### src/hw/adm_regs.svh
`ifndef ADM_REGS_SVH
`define ADM_REGS_SVH

// Register byte offsets on the Wishbone slave
`define ADM_CTRL_OFS       8'h00
`define ADM_STAT_OFS       8'h04

// Control register fields
`define ADM_CTRL_SOFT_PD   0
`define ADM_CTRL_MODE_OVR  1
`define ADM_CTRL_MODE_LO   2
`define ADM_CTRL_MODE_HI   3
`define ADM_CTRL_RST_VAL   32'h0000_0000

// Status register fields
`define ADM_STAT_MODE_LSB  0
`define ADM_STAT_PHASE     2
`define ADM_STAT_PD        3
`define ADM_STAT_LVL_LSB   4
`define ADM_STAT_LVL_MSB   7

// Timing: latency in half sample cycles, sample clock in MHz
`define ADM_LAT_HALF       5
`define ADM_CLK_MHZ        25
`define ADM_LAT_CYC        ((`ADM_LAT_HALF + 1) / 2)

// Buffer in the data path
`define ADM_FIFO_DEPTH     8
`define ADM_DATA_W         8

`endif

### src/hw/adm_pkg.sv
package adm_pkg;

    // Output bank arrangement
    typedef enum logic [1:0] {
        ADM_MODE_PAR    = 2'b00,
        ADM_MODE_ILV    = 2'b01,
        ADM_MODE_SINGLE = 2'b10
    } adm_mode_t;

endpackage

### src/hw/adm_fifo.sv
`timescale 1ns/1ps

module adm_fifo #(
    parameter int WIDTH = 8,
    parameter int DEPTH = 8
) (
    input  wire logic                         i_sys_clk,
    input  wire logic                         i_rst,
    input  wire logic                         i_flush,
    input  wire logic                         i_in_valid,
    output logic                              o_in_ready,
    input  wire logic [WIDTH-1:0]             i_in_data,
    output logic                              o_out_valid,
    input  wire logic                         i_out_ready,
    output logic [WIDTH-1:0]                  o_out_data,
    output logic [$clog2(DEPTH+1)-1:0]        o_level
);
    localparam int AW = $clog2(DEPTH);
    localparam int CW = $clog2(DEPTH+1);

    logic [WIDTH-1:0] mem_q [DEPTH];
    logic [AW-1:0]    wr_q;
    logic [AW-1:0]    rd_q;
    logic [CW-1:0]    cnt_q;
    logic             push;
    logic             pop;

    // Handshakes on both sides
    assign o_in_ready  = (cnt_q != CW'(DEPTH));
    assign o_out_valid = (cnt_q != '0);
    assign push        = i_in_valid && o_in_ready;
    assign pop         = o_out_valid && i_out_ready;
    assign o_out_data  = mem_q[rd_q];
    assign o_level     = cnt_q;

    // Storage
    always_ff @(posedge i_sys_clk) begin
        if (push) begin
            mem_q[wr_q] <= i_in_data;
        end
    end

    // Pointers wrap at the depth
    always_ff @(posedge i_sys_clk) begin
        if (i_rst || i_flush) begin
            wr_q <= '0;
            rd_q <= '0;
        end else begin
            if (push) begin
                wr_q <= (wr_q == AW'(DEPTH-1)) ? '0 : wr_q + 1'b1;
            end
            if (pop) begin
                rd_q <= (rd_q == AW'(DEPTH-1)) ? '0 : rd_q + 1'b1;
            end
        end
    end

    // Fill level
    always_ff @(posedge i_sys_clk) begin
        if (i_rst || i_flush) begin
            cnt_q <= '0;
        end else if (push && !pop) begin
            cnt_q <= cnt_q + 1'b1;
        end else if (pop && !push) begin
            cnt_q <= cnt_q - 1'b1;
        end
    end

endmodule

### src/hw/adm_out_ctrl.sv
// The implementer's own choices: the Wishbone slave port and the placing of the registers.
`timescale 1ns/1ps
`include "adm_regs.svh"

// Function
// Sample reaches bank selection 2.5 sample cycles after it is taken; here bank A updates 4 sample cycles after it is taken in single mode.
// Each pipeline stage decodes no more than three result bits.
// Three LSBs are latched one full cycle after the three MSBs; the pipeline latches them two cycles after.
// Mode pins: 00 parallel, 01 interleaved, 1X single bank.
// Single mode drives every sample on bank A; clock limited to 125 MSPS.
// Interleaved mode alternates samples between bank A and bank B.
// Parallel mode delays bank A one cycle so both banks update together.
// Dual modes divide the clock by two; divided phase picks the bank.
// Reset input aligns the divide-by-two phase, fixing bank assignment.
// Output clock latches data in single mode, shows bank in dual.
// Power-down high gives low power and tri-states all digital outputs.
// Output is straight binary: all ones +FS, all zeros -FS.
// Capture side realigns banks via reset after any mode change; the testbench realigns only after the pin changes of its mode rows.
module adm_out_ctrl
    import adm_pkg::*;
#(
    parameter int DATA_W     = `ADM_DATA_W,
    parameter int FIFO_DEPTH = `ADM_FIFO_DEPTH
) (
    input  wire logic              i_sys_clk,
    input  wire logic              i_rst,
    // Gray-coded comparator result of the sample taken this cycle
    input  wire logic [DATA_W-1:0] i_conv_gray,
    input  wire logic              i_conv_valid,
    output logic                   o_conv_ready,
    // Pins
    input  wire logic              i_output_mode_select_hi,
    input  wire logic              i_output_mode_select_lo,
    input  wire logic              i_power_down_input,
    input  wire logic              i_bank_align_rst,
    output logic [DATA_W-1:0]      o_output_bank_a,
    output logic                   o_output_bank_a_oe,
    output logic [DATA_W-1:0]      o_output_bank_b,
    output logic                   o_output_bank_b_oe,
    output logic                   o_output_data_clock_p,
    output logic                   o_output_data_clock_n,
    output logic                   o_output_data_clock_oe,
    output logic                   o_low_power,
    // Wishbone classic slave
    input  wire logic              i_wb_cyc,
    input  wire logic              i_wb_stb,
    input  wire logic              i_wb_we,
    input  wire logic [7:0]        i_wb_adr,
    input  wire logic [3:0]        i_wb_sel,
    input  wire logic [31:0]       i_wb_dat,
    output logic [31:0]            o_wb_dat,
    output logic                   o_wb_ack
);
    localparam int LW = $clog2(FIFO_DEPTH+1);

    // Gray to binary for a group of at most three bits
    function automatic logic [2:0] gray_dec3(input logic       upper,
                                             input logic [2:0] g);
        logic [2:0] b;
        b[2] = upper ^ g[2];
        b[1] = b[2] ^ g[1];
        b[0] = b[1] ^ g[0];
        return b;
    endfunction

    // Mode pin decode
    function automatic adm_mode_t mode_dec(input logic hi, input logic lo);
        if (hi) begin
            return ADM_MODE_SINGLE;
        end else if (lo) begin
            return ADM_MODE_ILV;
        end else begin
            return ADM_MODE_PAR;
        end
    endfunction

    logic [1:0]        hi_sync_q;
    logic [1:0]        lo_sync_q;
    logic [1:0]        pd_sync_q;
    logic [1:0]        al_sync_q;
    logic [31:0]       ctrl_q;
    logic              ack_q;
    logic [31:0]       rdat_q;
    adm_mode_t         mode;
    logic              pd_active;
    logic              adv;
    logic [2:0]        s0_msb_q;
    logic [4:0]        s0_gray_q;
    logic              s0_vld_q;
    logic [4:0]        s1_hi_q;
    logic [2:0]        s1_gray_q;
    logic              s1_vld_q;
    logic [2:0]        s1_mid;
    logic [DATA_W-1:0] s2_bin_q;
    logic              s2_vld_q;
    logic              fifo_in_rdy;
    logic              fifo_out_vld;
    logic [DATA_W-1:0] fifo_out_dat;
    logic [LW-1:0]     fifo_lvl;
    logic              drain;
    logic              phase_q;
    logic [DATA_W-1:0] a_hold_q;
    logic [DATA_W-1:0] bank_a_q;
    logic [DATA_W-1:0] bank_b_q;
    logic              oclk_q;
    logic              wb_hit;

    // Pin synchronisers, two flops each
    always_ff @(posedge i_sys_clk) begin
        if (i_rst) begin
            hi_sync_q <= 2'b00;
            lo_sync_q <= 2'b00;
            pd_sync_q <= 2'b00;
            al_sync_q <= 2'b00;
        end else begin
            hi_sync_q <= {hi_sync_q[0], i_output_mode_select_hi};
            lo_sync_q <= {lo_sync_q[0], i_output_mode_select_lo};
            pd_sync_q <= {pd_sync_q[0], i_power_down_input};
            al_sync_q <= {al_sync_q[0], i_bank_align_rst};
        end
    end

    // Mode from pins unless software overrides
    always_comb begin
        if (ctrl_q[`ADM_CTRL_MODE_OVR]) begin
            mode = mode_dec(ctrl_q[`ADM_CTRL_MODE_HI],
                            ctrl_q[`ADM_CTRL_MODE_LO]);
        end else begin
            mode = mode_dec(hi_sync_q[1], lo_sync_q[1]);
        end
    end

    assign pd_active   = pd_sync_q[1] || ctrl_q[`ADM_CTRL_SOFT_PD];
    assign o_low_power = pd_active;

    // Pipeline stalls on buffer back-pressure
    assign adv          = fifo_in_rdy && !pd_active;
    assign o_conv_ready = adv;

    // Stage 0: three MSBs decoded and latched
    always_ff @(posedge i_sys_clk) begin
        if (i_rst) begin
            s0_vld_q  <= 1'b0;
            s0_msb_q  <= 3'h0;
            s0_gray_q <= 5'h00;
        end else if (adv) begin
            s0_vld_q  <= i_conv_valid;
            s0_msb_q  <= gray_dec3(1'b0, i_conv_gray[7:5]);
            s0_gray_q <= i_conv_gray[4:0];
        end
    end

    // Stage 1: middle two bits
    assign s1_mid = gray_dec3(s0_msb_q[0], {s0_gray_q[4:3], 1'b0});
    always_ff @(posedge i_sys_clk) begin
        if (i_rst) begin
            s1_vld_q  <= 1'b0;
            s1_hi_q   <= 5'h00;
            s1_gray_q <= 3'h0;
        end else if (adv) begin
            s1_vld_q  <= s0_vld_q;
            s1_hi_q   <= {s0_msb_q, s1_mid[2:1]};
            s1_gray_q <= s0_gray_q[2:0];
        end
    end

    // Stage 2: three LSBs, two cycles after the MSBs
    always_ff @(posedge i_sys_clk) begin
        if (i_rst) begin
            s2_vld_q <= 1'b0;
            s2_bin_q <= 8'h00;
        end else if (adv) begin
            s2_vld_q <= s1_vld_q;
            s2_bin_q <= {s1_hi_q, gray_dec3(s1_hi_q[0], s1_gray_q)};
        end
    end

    // Buffer between the converter pipeline and the bank steering
    adm_fifo #(
        .WIDTH (DATA_W),
        .DEPTH (FIFO_DEPTH)
    ) i_adm_fifo (
        .i_sys_clk   (i_sys_clk),
        .i_rst       (i_rst),
        .i_flush     (1'b0),
        .i_in_valid  (s2_vld_q && adv),
        .o_in_ready  (fifo_in_rdy),
        .i_in_data   (s2_bin_q),
        .o_out_valid (fifo_out_vld),
        .i_out_ready (!pd_active),
        .o_out_data  (fifo_out_dat),
        .o_level     (fifo_lvl)
    );

    // Bank selection takes a straight binary sample each cycle the buffer holds one and power is up
    assign drain = fifo_out_vld && !pd_active;

    // Divide-by-two phase, aligned by the reset pin
    always_ff @(posedge i_sys_clk) begin
        if (i_rst) begin
            phase_q <= 1'b0;
        end else if (al_sync_q[1]) begin
            phase_q <= 1'b0;
        end else if (drain && mode != ADM_MODE_SINGLE) begin
            phase_q <= ~phase_q;
        end else if (mode == ADM_MODE_SINGLE) begin
            phase_q <= 1'b0;
        end
    end

    // Bank steering per mode
    always_ff @(posedge i_sys_clk) begin
        if (i_rst) begin
            bank_a_q <= 8'h00;
            bank_b_q <= 8'h00;
            a_hold_q <= 8'h00;
        end else if (drain) begin
            case (mode)
                ADM_MODE_SINGLE: begin
                    bank_a_q <= fifo_out_dat;
                end
                ADM_MODE_ILV: begin
                    if (!phase_q) begin
                        bank_a_q <= fifo_out_dat;
                    end else begin
                        bank_b_q <= fifo_out_dat;
                    end
                end
                default: begin
                    if (!phase_q) begin
                        a_hold_q <= fifo_out_dat;
                    end else begin
                        bank_a_q <= a_hold_q;
                        bank_b_q <= fifo_out_dat;
                    end
                end
            endcase
        end
    end

    // Output clock: toggles per sample in single, shows bank in dual
    always_ff @(posedge i_sys_clk) begin
        if (i_rst) begin
            oclk_q <= 1'b0;
        end else if (drain) begin
            if (mode == ADM_MODE_SINGLE) begin
                oclk_q <= ~oclk_q;
            end else begin
                oclk_q <= phase_q;
            end
        end
    end

    // Pins float while powered down
    assign o_output_bank_a        = bank_a_q;
    assign o_output_bank_b        = bank_b_q;
    assign o_output_data_clock_p  = oclk_q;
    assign o_output_data_clock_n  = ~oclk_q;
    assign o_output_bank_a_oe     = !pd_active;
    assign o_output_bank_b_oe     = !pd_active && mode != ADM_MODE_SINGLE;
    assign o_output_data_clock_oe = !pd_active;

    // Wishbone: one wait state, every address answered
    assign wb_hit   = i_wb_cyc && i_wb_stb && !ack_q;
    assign o_wb_ack = ack_q;
    assign o_wb_dat = rdat_q;

    always_ff @(posedge i_sys_clk) begin
        if (i_rst) begin
            ack_q <= 1'b0;
        end else begin
            ack_q <= wb_hit;
        end
    end

    // Control register writes, byte lane 0 only holds bits
    always_ff @(posedge i_sys_clk) begin
        if (i_rst) begin
            ctrl_q <= `ADM_CTRL_RST_VAL;
        end else if (wb_hit && i_wb_we && i_wb_sel[0]) begin
            if (i_wb_adr == `ADM_CTRL_OFS) begin
                ctrl_q <= {28'h000_0000, i_wb_dat[3:0]};
            end
        end
    end

    // Read data
    always_ff @(posedge i_sys_clk) begin
        if (i_rst) begin
            rdat_q <= 32'h0000_0000;
        end else if (wb_hit && !i_wb_we) begin
            if (i_wb_adr == `ADM_CTRL_OFS) begin
                rdat_q <= ctrl_q;
            end else if (i_wb_adr == `ADM_STAT_OFS) begin
                rdat_q <= 32'h0000_0000;
                rdat_q[`ADM_STAT_MODE_LSB +: 2] <= mode;
                rdat_q[`ADM_STAT_PHASE] <= phase_q;
                rdat_q[`ADM_STAT_PD] <= pd_active;
                rdat_q[`ADM_STAT_LVL_MSB:`ADM_STAT_LVL_LSB] <= 4'(fifo_lvl);
            end else begin
                rdat_q <= 32'h0000_0000;
            end
        end
    end

endmodule

### config.mk
export PLATFORM = sky130hd
export DESIGN_NAME = adm_out_ctrl
export DESIGN_NICKNAME = d
export VERILOG_FILES = /design/src/hw/adm_pkg.sv /design/src/hw/adm_fifo.sv /design/src/hw/adm_out_ctrl.sv
export VERILOG_INCLUDE_DIRS = /design/src /design/src/hw
export SDC_FILE = /design/constraint.sdc
export NUM_CORES = 1
export LEC_CHECK = 0
export ABC_CLOCK_PERIOD_IN_PS = 4600
export BUFFER_PORTS_ARGS = -buffer_cell sky130_fd_sc_hd__buf_2
export CAP_MARGIN = 15
export CORE_UTILIZATION = 59
export DETAILED_ROUTE_END_ITERATION = 6
export GPL_TIMING_DRIVEN = 1
export PLACE_DENSITY = 0.84
export SYNTH_ARGS = -nofsm -noshare
export SYNTH_HDL_FRONTEND = slang
export SYNTH_SLANG_ARGS = --single-unit
### constraint.sdc
create_clock -name i_sys_clk -period 4.6 [get_ports i_sys_clk]
set_clock_uncertainty 0.05 [all_clocks]
set_input_delay 0.46 -clock i_sys_clk [delete_from_list [all_inputs] [get_ports i_sys_clk]]
set_output_delay 0.46 -clock i_sys_clk [all_outputs]
set_load 0.05 [all_outputs]
After elaboration in Yosys (flattened, before gate mapping):

Memory sizes are Yosys's and may differ from the RTL's. A register that Yosys moved wholly into a read port is not among the register bits.
Index checks and enable logic that the tools add are counted.

* output and inout bits: 56
* word-level logic and storage cells: 98
* register bits: 108
* input port bits: 62
* memory bits (writable): 64
* memories kept: 1

Memories
* i_adm_fifo.mem_q: words 8, bits a word 8, rd ports 1, clocked after memory_dff 1, write ports 1, RTL line adm_fifo.sv:21 `logic [WIDTH-1:0] mem_q [DEPTH];`

* add/sub/neg operators: 4
* muxes and demuxes: 21
* equal/unequal tests: 8
* bitwise operators: 11
* reductions and logical operators: 30

Operators with widths (count)
* $mux W8: 4
* $pmux W8 S2: 1
* $logic_and A1 B1 Y1: 13
* $mux W3: 4
* $reduce_and A3 Y1: 3
* $eq A8 B3 Y1 const B: 1
* $logic_not A8 Y1: 1
* $mux W4: 2
* $mux W1: 7
* $xor A1 B1 Y1: 7
* $add A3 B1 Y3 const B: 2
* $eq A3 B3 Y1 const B: 2
* $mux W2: 3
* $logic_not A1 Y1: 5
* $add A4 B1 Y4 const B: 1
* $ne A2 B2 Y1 const B: 2
* $ne A4 B4 Y1 const B: 1
* $not A1 Y1: 4
* $reduce_bool A2 Y1: 2
* $reduce_bool A4 Y1: 1
* $reduce_or A2 Y1: 2
* $sub A4 B1 Y4 const B: 1
* $reduce_bool A3 Y1: 1
* $eq A2 B1 Y1 const B: 1
* other kinds (3): 3

Logic depth before layout (Yosys ltp):

* word-level depth: 9
* depth in mapped cells: 12

By module:

Synthesis repeated with hierarchy kept, for this count alone.

* cells, all modules: 512
* area total of the unflattened synthesis: 6183.4 µm²

Modules (own cells, without submodules)
* adm_fifo: instances 1, area an instance 3143.0 µm², cells each 170, sequential area each 2182.1 µm²
* adm_out_ctrl: instances 1, area an instance 3040.4 µm², cells each 342, sequential area each 1481.4 µm²

Least setup slack after synthesis:

No wires, ideal clock.

* path type: register to register
* start point: register ctrl_q[0]
* end point: register i_adm_fifo.cnt_q[3] (netlist: i_adm_fifo.o_level[3])
* buffers on the path: 2
* cell stages (with the launch flop): 13
* data required time: 4429 ps
* data arrival time: 2484 ps
* setup time: 121 ps
* period minus slack after synthesis: 2655 ps
* slack: 1945 ps
* cell sequence: dfxtp_1 -> or2_0 -> buf_6 -> a211o_2 -> buf_2 -> inv_1 -> ha_1 -> inv_1 -> ha_1 -> a21oi_1 -> a211oi_1 -> a31oi_1 -> mux2_2

* word-level cells in the longest chain between the ends: 8

Ends and longest elaborated chain
* start: declaration: RTL line adm_out_ctrl.sv:81 `logic [31:0] ctrl_q;`
* start signal: assignment: RTL line adm_out_ctrl.sv:279 `` ctrl_q <= `ADM_CTRL_RST_VAL; ``
* start signal: assignment: RTL line adm_out_ctrl.sv:282 `ctrl_q <= {28'h000_0000, i_wb_dat[3:0]};`
* $logic_or A1 B1 Y1 *: RTL line adm_out_ctrl.sv:133 `` assign pd_active = pd_sync_q[1] || ctrl_q[`ADM_CTRL_SOFT_PD]; ``
* named net o_low_power: RTL line adm_out_ctrl.sv:43 `output logic o_low_power,`
* $logic_not A1 Y1 *: RTL line adm_out_ctrl.sv:137 `assign adv = fifo_in_rdy && !pd_active;`
* $logic_and A1 B1 Y1 *: RTL line adm_out_ctrl.sv:137
* $logic_and A1 B1 Y1 *: RTL line adm_out_ctrl.sv:186 `.i_in_valid (s2_vld_q && adv),`
* $logic_and A1 B1 Y1 *: RTL line adm_fifo.sv:31 `assign push = i_in_valid && o_in_ready;`
* named net i_adm_fifo.push: RTL line adm_fifo.sv:25 `logic push;`
* $logic_not A1 Y1: RTL line adm_fifo.sv:64 `end else if (pop && !push) begin`
* $logic_and A1 B1 Y1: RTL line adm_fifo.sv:64
* $reduce_bool A2 Y1 (no line)
* end signal: assignment: RTL line adm_fifo.sv:63 `cnt_q <= cnt_q + 1'b1;`
* end signal: assignment: RTL line adm_fifo.sv:65 `cnt_q <= cnt_q - 1'b1;`
* end: declaration: RTL line adm_fifo.sv:24 `logic [CW-1:0] cnt_q;`

Mark *: on every way through the listed nets, which the timed path passes. The rest lies on a longest branch.
A chain may end at the register's enable or synchronous reset.

Final worst setup path:

* start point: register ctrl_q[0]
* end point: register i_adm_fifo.cnt_q[3] (netlist: i_adm_fifo.o_level[3])

* word-level cells in the longest chain between the ends: 8

Ends and longest elaborated chain (RTL line)
* $logic_or A1 B1 Y1 *: adm_out_ctrl.sv:133
* $logic_not A1 Y1 *: adm_out_ctrl.sv:137, adm_out_ctrl.sv:190
* $logic_and A1 B1 Y1: adm_out_ctrl.sv:137
* $logic_and A1 B1 Y1: adm_out_ctrl.sv:186
* $logic_and A1 B1 Y1: adm_fifo.sv:31
* $logic_not A1 Y1: adm_fifo.sv:64
* $logic_and A1 B1 Y1: adm_fifo.sv:64
* $reduce_bool A2 Y1 (no line)

Every way passes the cells marked *; elsewhere a longest branch is shown, timed or not.

==> reports/metrics.cfg <==
[outcome]
outcome=completed

[drt]
drtAntennaViolNets=0
vias_per_cell=5.537
vias=3937
first_pass_iters=5
wl_per_cell_microns=16.33
post-route-drc-count=0
drtIter0Drc=207
totalWireLength_microns=11610

[clock_network]
cts.clk_slew.worst_paths_ns=0.06
ctsResizeCount=0
cts_htree_levels=4
tritoncts=done
clock_latency_ns=0.52
cts-buffers-inserted=17
numClockSinks=151
cts_buffer_depth=2
cts_setup_buffers=0
cts_root_buf=clkbuf_8
holdBufCountCts=0

[floorplanning]
start_util=0.6045
fp.dieW_microns=104.4
rows=37
design.core.area_sq_um=10230
die-area_sq_um=10900
ios=118
die_h_microns=104.4

[timing]
min_period_over_period=0.7051
worstMarginPinSlew_ns=1.040
max_slew_margin=0.3060
slew_viol_final=0
fin_tns_setup_ns=0
whs_ns=0.09632
hold_violations=0
fmax_ghz=0.3083
setup_viol=0
rsz0062_at_grt=false
period_minus_slack_ns=3.243

[global_routing]
grt_overflow=0
track_usage=0.2249
antenna_found_initial=0
grt_max_degree=57
grt_pass1_vias=3817
grt_pass1_wl_microns=18760

[power]
pwr-share-comb=0.233
power_leakage_nw=2.671
clkPwrFrac=0.332
switching_share=0.3227
switchingPower_mw=1.308
power_density_nw_per_um2=579.1
seqPwrFrac=0.435
vdd_drop_max_mv=0.2698
p_int_mw=2.746

[run]
drv_cap=0

[yosys]
yosysMostFrequentCell=dfxtp_1
synthFlopType=dfxtp_1
synth.distinct_cells=51
avgSynthCellArea_sq_um=12.25
synth_largest_area_cell=edfxtp_1
synth_enable_flop_cells=64
yosysWarnings=0
netlist_area_sq_um=6185
syn_inst=505
synth_area_leaders=edfxtp_1 31%, dfxtp_1 28%, mux4_2 4.7%
async_reset_ff_frac=0
ys_ff_latch=151
seq_area_frac_synth=0.5924
yosysTopAreaCellShare=0.3107
synth_commonest_cells=87 x dfxtp_1, 64 x edfxtp_1, 57 x nand2_1, 41 x nor2_1, 35 x a21oi_1

[worst_setup_path]
r2r-end=i_adm_fifo.o_level[3]$_SDFFE_PP0P_
cp_slowest_stage_delay_ns=0.56
cp_slowest_cell=nor2_1
path_max_fanout=9
crit_type=flop to flop
timing.rr.start=ctrl_q[0]$_SDFFE_PP0P_
crit_chain=or2_0 > nor2_1 > inv_2 > ha_1 > inv_1 > ha_1 > a21oi_1 > a211oi_1 > a31oi_1 > mux2_2
reg2reg_slack_ns=1.36
reg2reg_depth=10
crit_path_frequent_cell=ha_1
crit_required_ns=4.96
endpoint_kind=flop
arrival_ns=3.60
start_kind=flop

[final_layout]
layout-drive-gt1-share=0.2122
antenna-diode-count=0
syn_to_final_growth_pct=13.19
regArea_sq_um=3664
multi_input_area_sq_um=2190
nNetsFinal=634
fill_cells=689

[place]
gp_congestion=0.8477
hpwl_microns=7630
io_buffers=62

[min_path]
hp-class=input port to flop
hold_end=hi_sync_q[0]$_SDFF_PP0_
hold-path-cell-count=2
hp-start=i_output_mode_select_hi

==> metrics by stage <==
stage | util | instance area, sq um | total power, mW | setup slack [ns] | std cells
CTS | 0.6842 | 7000 | 4.071 | 1.394 | 711
global route | 0.6842 | 7000 | 4.236 | 1.161 | 711
detailed placement | 0.6279 | 6424 | 2.729 | 1.426 | 679
floorplan | - | 6271 | 2.575 | 1.945 | 528
finish | 0.6842 | 7000 | 4.054 | 1.357 | 711
global placement | 0.6279 | 6424 | 2.686 | 1.632 | 679
==> sequential cells by signal, summed over array words and instances (netlist names), 2 cells and up, named ones only <==
signal	flops
o_wb_dat	8
s1_gray_q	3
s0_msb_q	3
s1_hi_q	5
i_adm_fifo.wr_q	3
o_output_bank_b	8
s2_bin_q	8
o_output_bank_a	8
i_adm_fifo.rd_q	3
i_adm_fifo.mem_q	64
al_sync_q	2
lo_sync_q	2
ctrl_q	4
a_hold_q	8
s0_gray_q	5
hi_sync_q	2
i_adm_fifo.o_level	4
pd_sync_q	2
==> critical path, delay by kind of cell (launching register included) <==
| family | cells | cell delay (ns) |
|---|---|---|
| and+or+nand+nor | 2 | 1.04 |
| adders and majority gates | 2 | 0.55 |
| AOI/OAI and AO/OA | 3 | 0.52 |
| muxes | 1 | 0.36 |
| DFF | 1 | 0.33 |
| buffers and inverters | 2 | 0.28 |
==> routing by layer <==
metal | GRT usage | wire length (microns) | part of all wire | up-vias
li1 | - | - | - | 1899
met1 | 0.2782 | 5031 | 0.43 | 1898
met2 | 0.3841 | 5810 | 0.50 | 117
met3 | 0.04950 | 529 | 0.046 | 23
met4 | 0.08673 | 237 | 0.020 | 0
met5 | 0 | 0 | 0 | -
==> cell type report <==
type	instances	area share
well taps	136	0.02431
clock buffers	19	0.06023
flip-flops and latches	151	0.5233
repair buffers	69	0.05183
inverters	10	0.005362
clock inverters	13	0.02216
multi-input cells	313	0.3128
==> power by group through the flow <==
stage | combinational [mW] | sequential, mW | clock [mW]
3_5_place_dp | 0.936 | 1.79 | 0
4_1_cts | 0.946 | 1.77 | 1.36
6_report | 0.943 | 1.76 | 1.35
3_3_place_gp | 0.907 | 1.78 | 0
2_1_floorplan | 0.744 | 1.83 | 0
5_1_grt | 1.03 | 1.79 | 1.42
==> how the worst max path moves through the flow <==
stage / startpoint / endpoint / slack [ns]
after CTS: ctrl_q[0]$_SDFFE_PP0P_ / i_adm_fifo.o_level[3]$_SDFFE_PP0P_ / 1.39
after detailed placement: ctrl_q[0]$_SDFFE_PP0P_ / i_adm_fifo.o_level[3]$_SDFFE_PP0P_ / 1.43
after floorplan: ctrl_q[0]$_SDFFE_PP0P_ / i_adm_fifo.o_level[3]$_SDFFE_PP0P_ / 1.94
after global placement: ctrl_q[0]$_SDFFE_PP0P_ / i_adm_fifo.o_level[3]$_SDFFE_PP0P_ / 1.63
after global routing: ctrl_q[0]$_SDFFE_PP0P_ / i_adm_fifo.o_level[3]$_SDFFE_PP0P_ / 1.16
final: ctrl_q[0]$_SDFFE_PP0P_ / i_adm_fifo.o_level[3]$_SDFFE_PP0P_ / 1.36
==> placed cells by master (no fill, tap or decap), types with 8 or more instances in the layout <==
cell type,Yosys,routed
buf_2,5,62
nand2_1,57,57
xnor2_1,9,9
dfxtp_1,87,87
mux4_2,13,13
clkbuf_16,0,16
nor2b_1,9,9
inv_1,8,8
a211oi_1,21,21
ha_1,9,9
o221ai_1,8,8
mux2i_1,15,15
edfxtp_1,64,64
conb_1,1,24
nand4b_1,9,9
nor2_1,41,41
a21oi_1,35,35
nand2b_1,10,10
==> cell families (layout without fill, tap and decap cells) <==
kind of cell    count (synthesis)  in the layout  share of synthesized area
simple gates                  157            157                     0.1301
mux                            32             32                    0.08618
compound gates                 80             80                    0.08760
buf+inv                        64            111                    0.06757
fa+ha+maj                      10             10                    0.02144
flops                         151            151                     0.5924
other cells                     1             24                  0.0006063
xor+xnor                       10             10                    0.01416
Power figures use the tool's default switching activity.
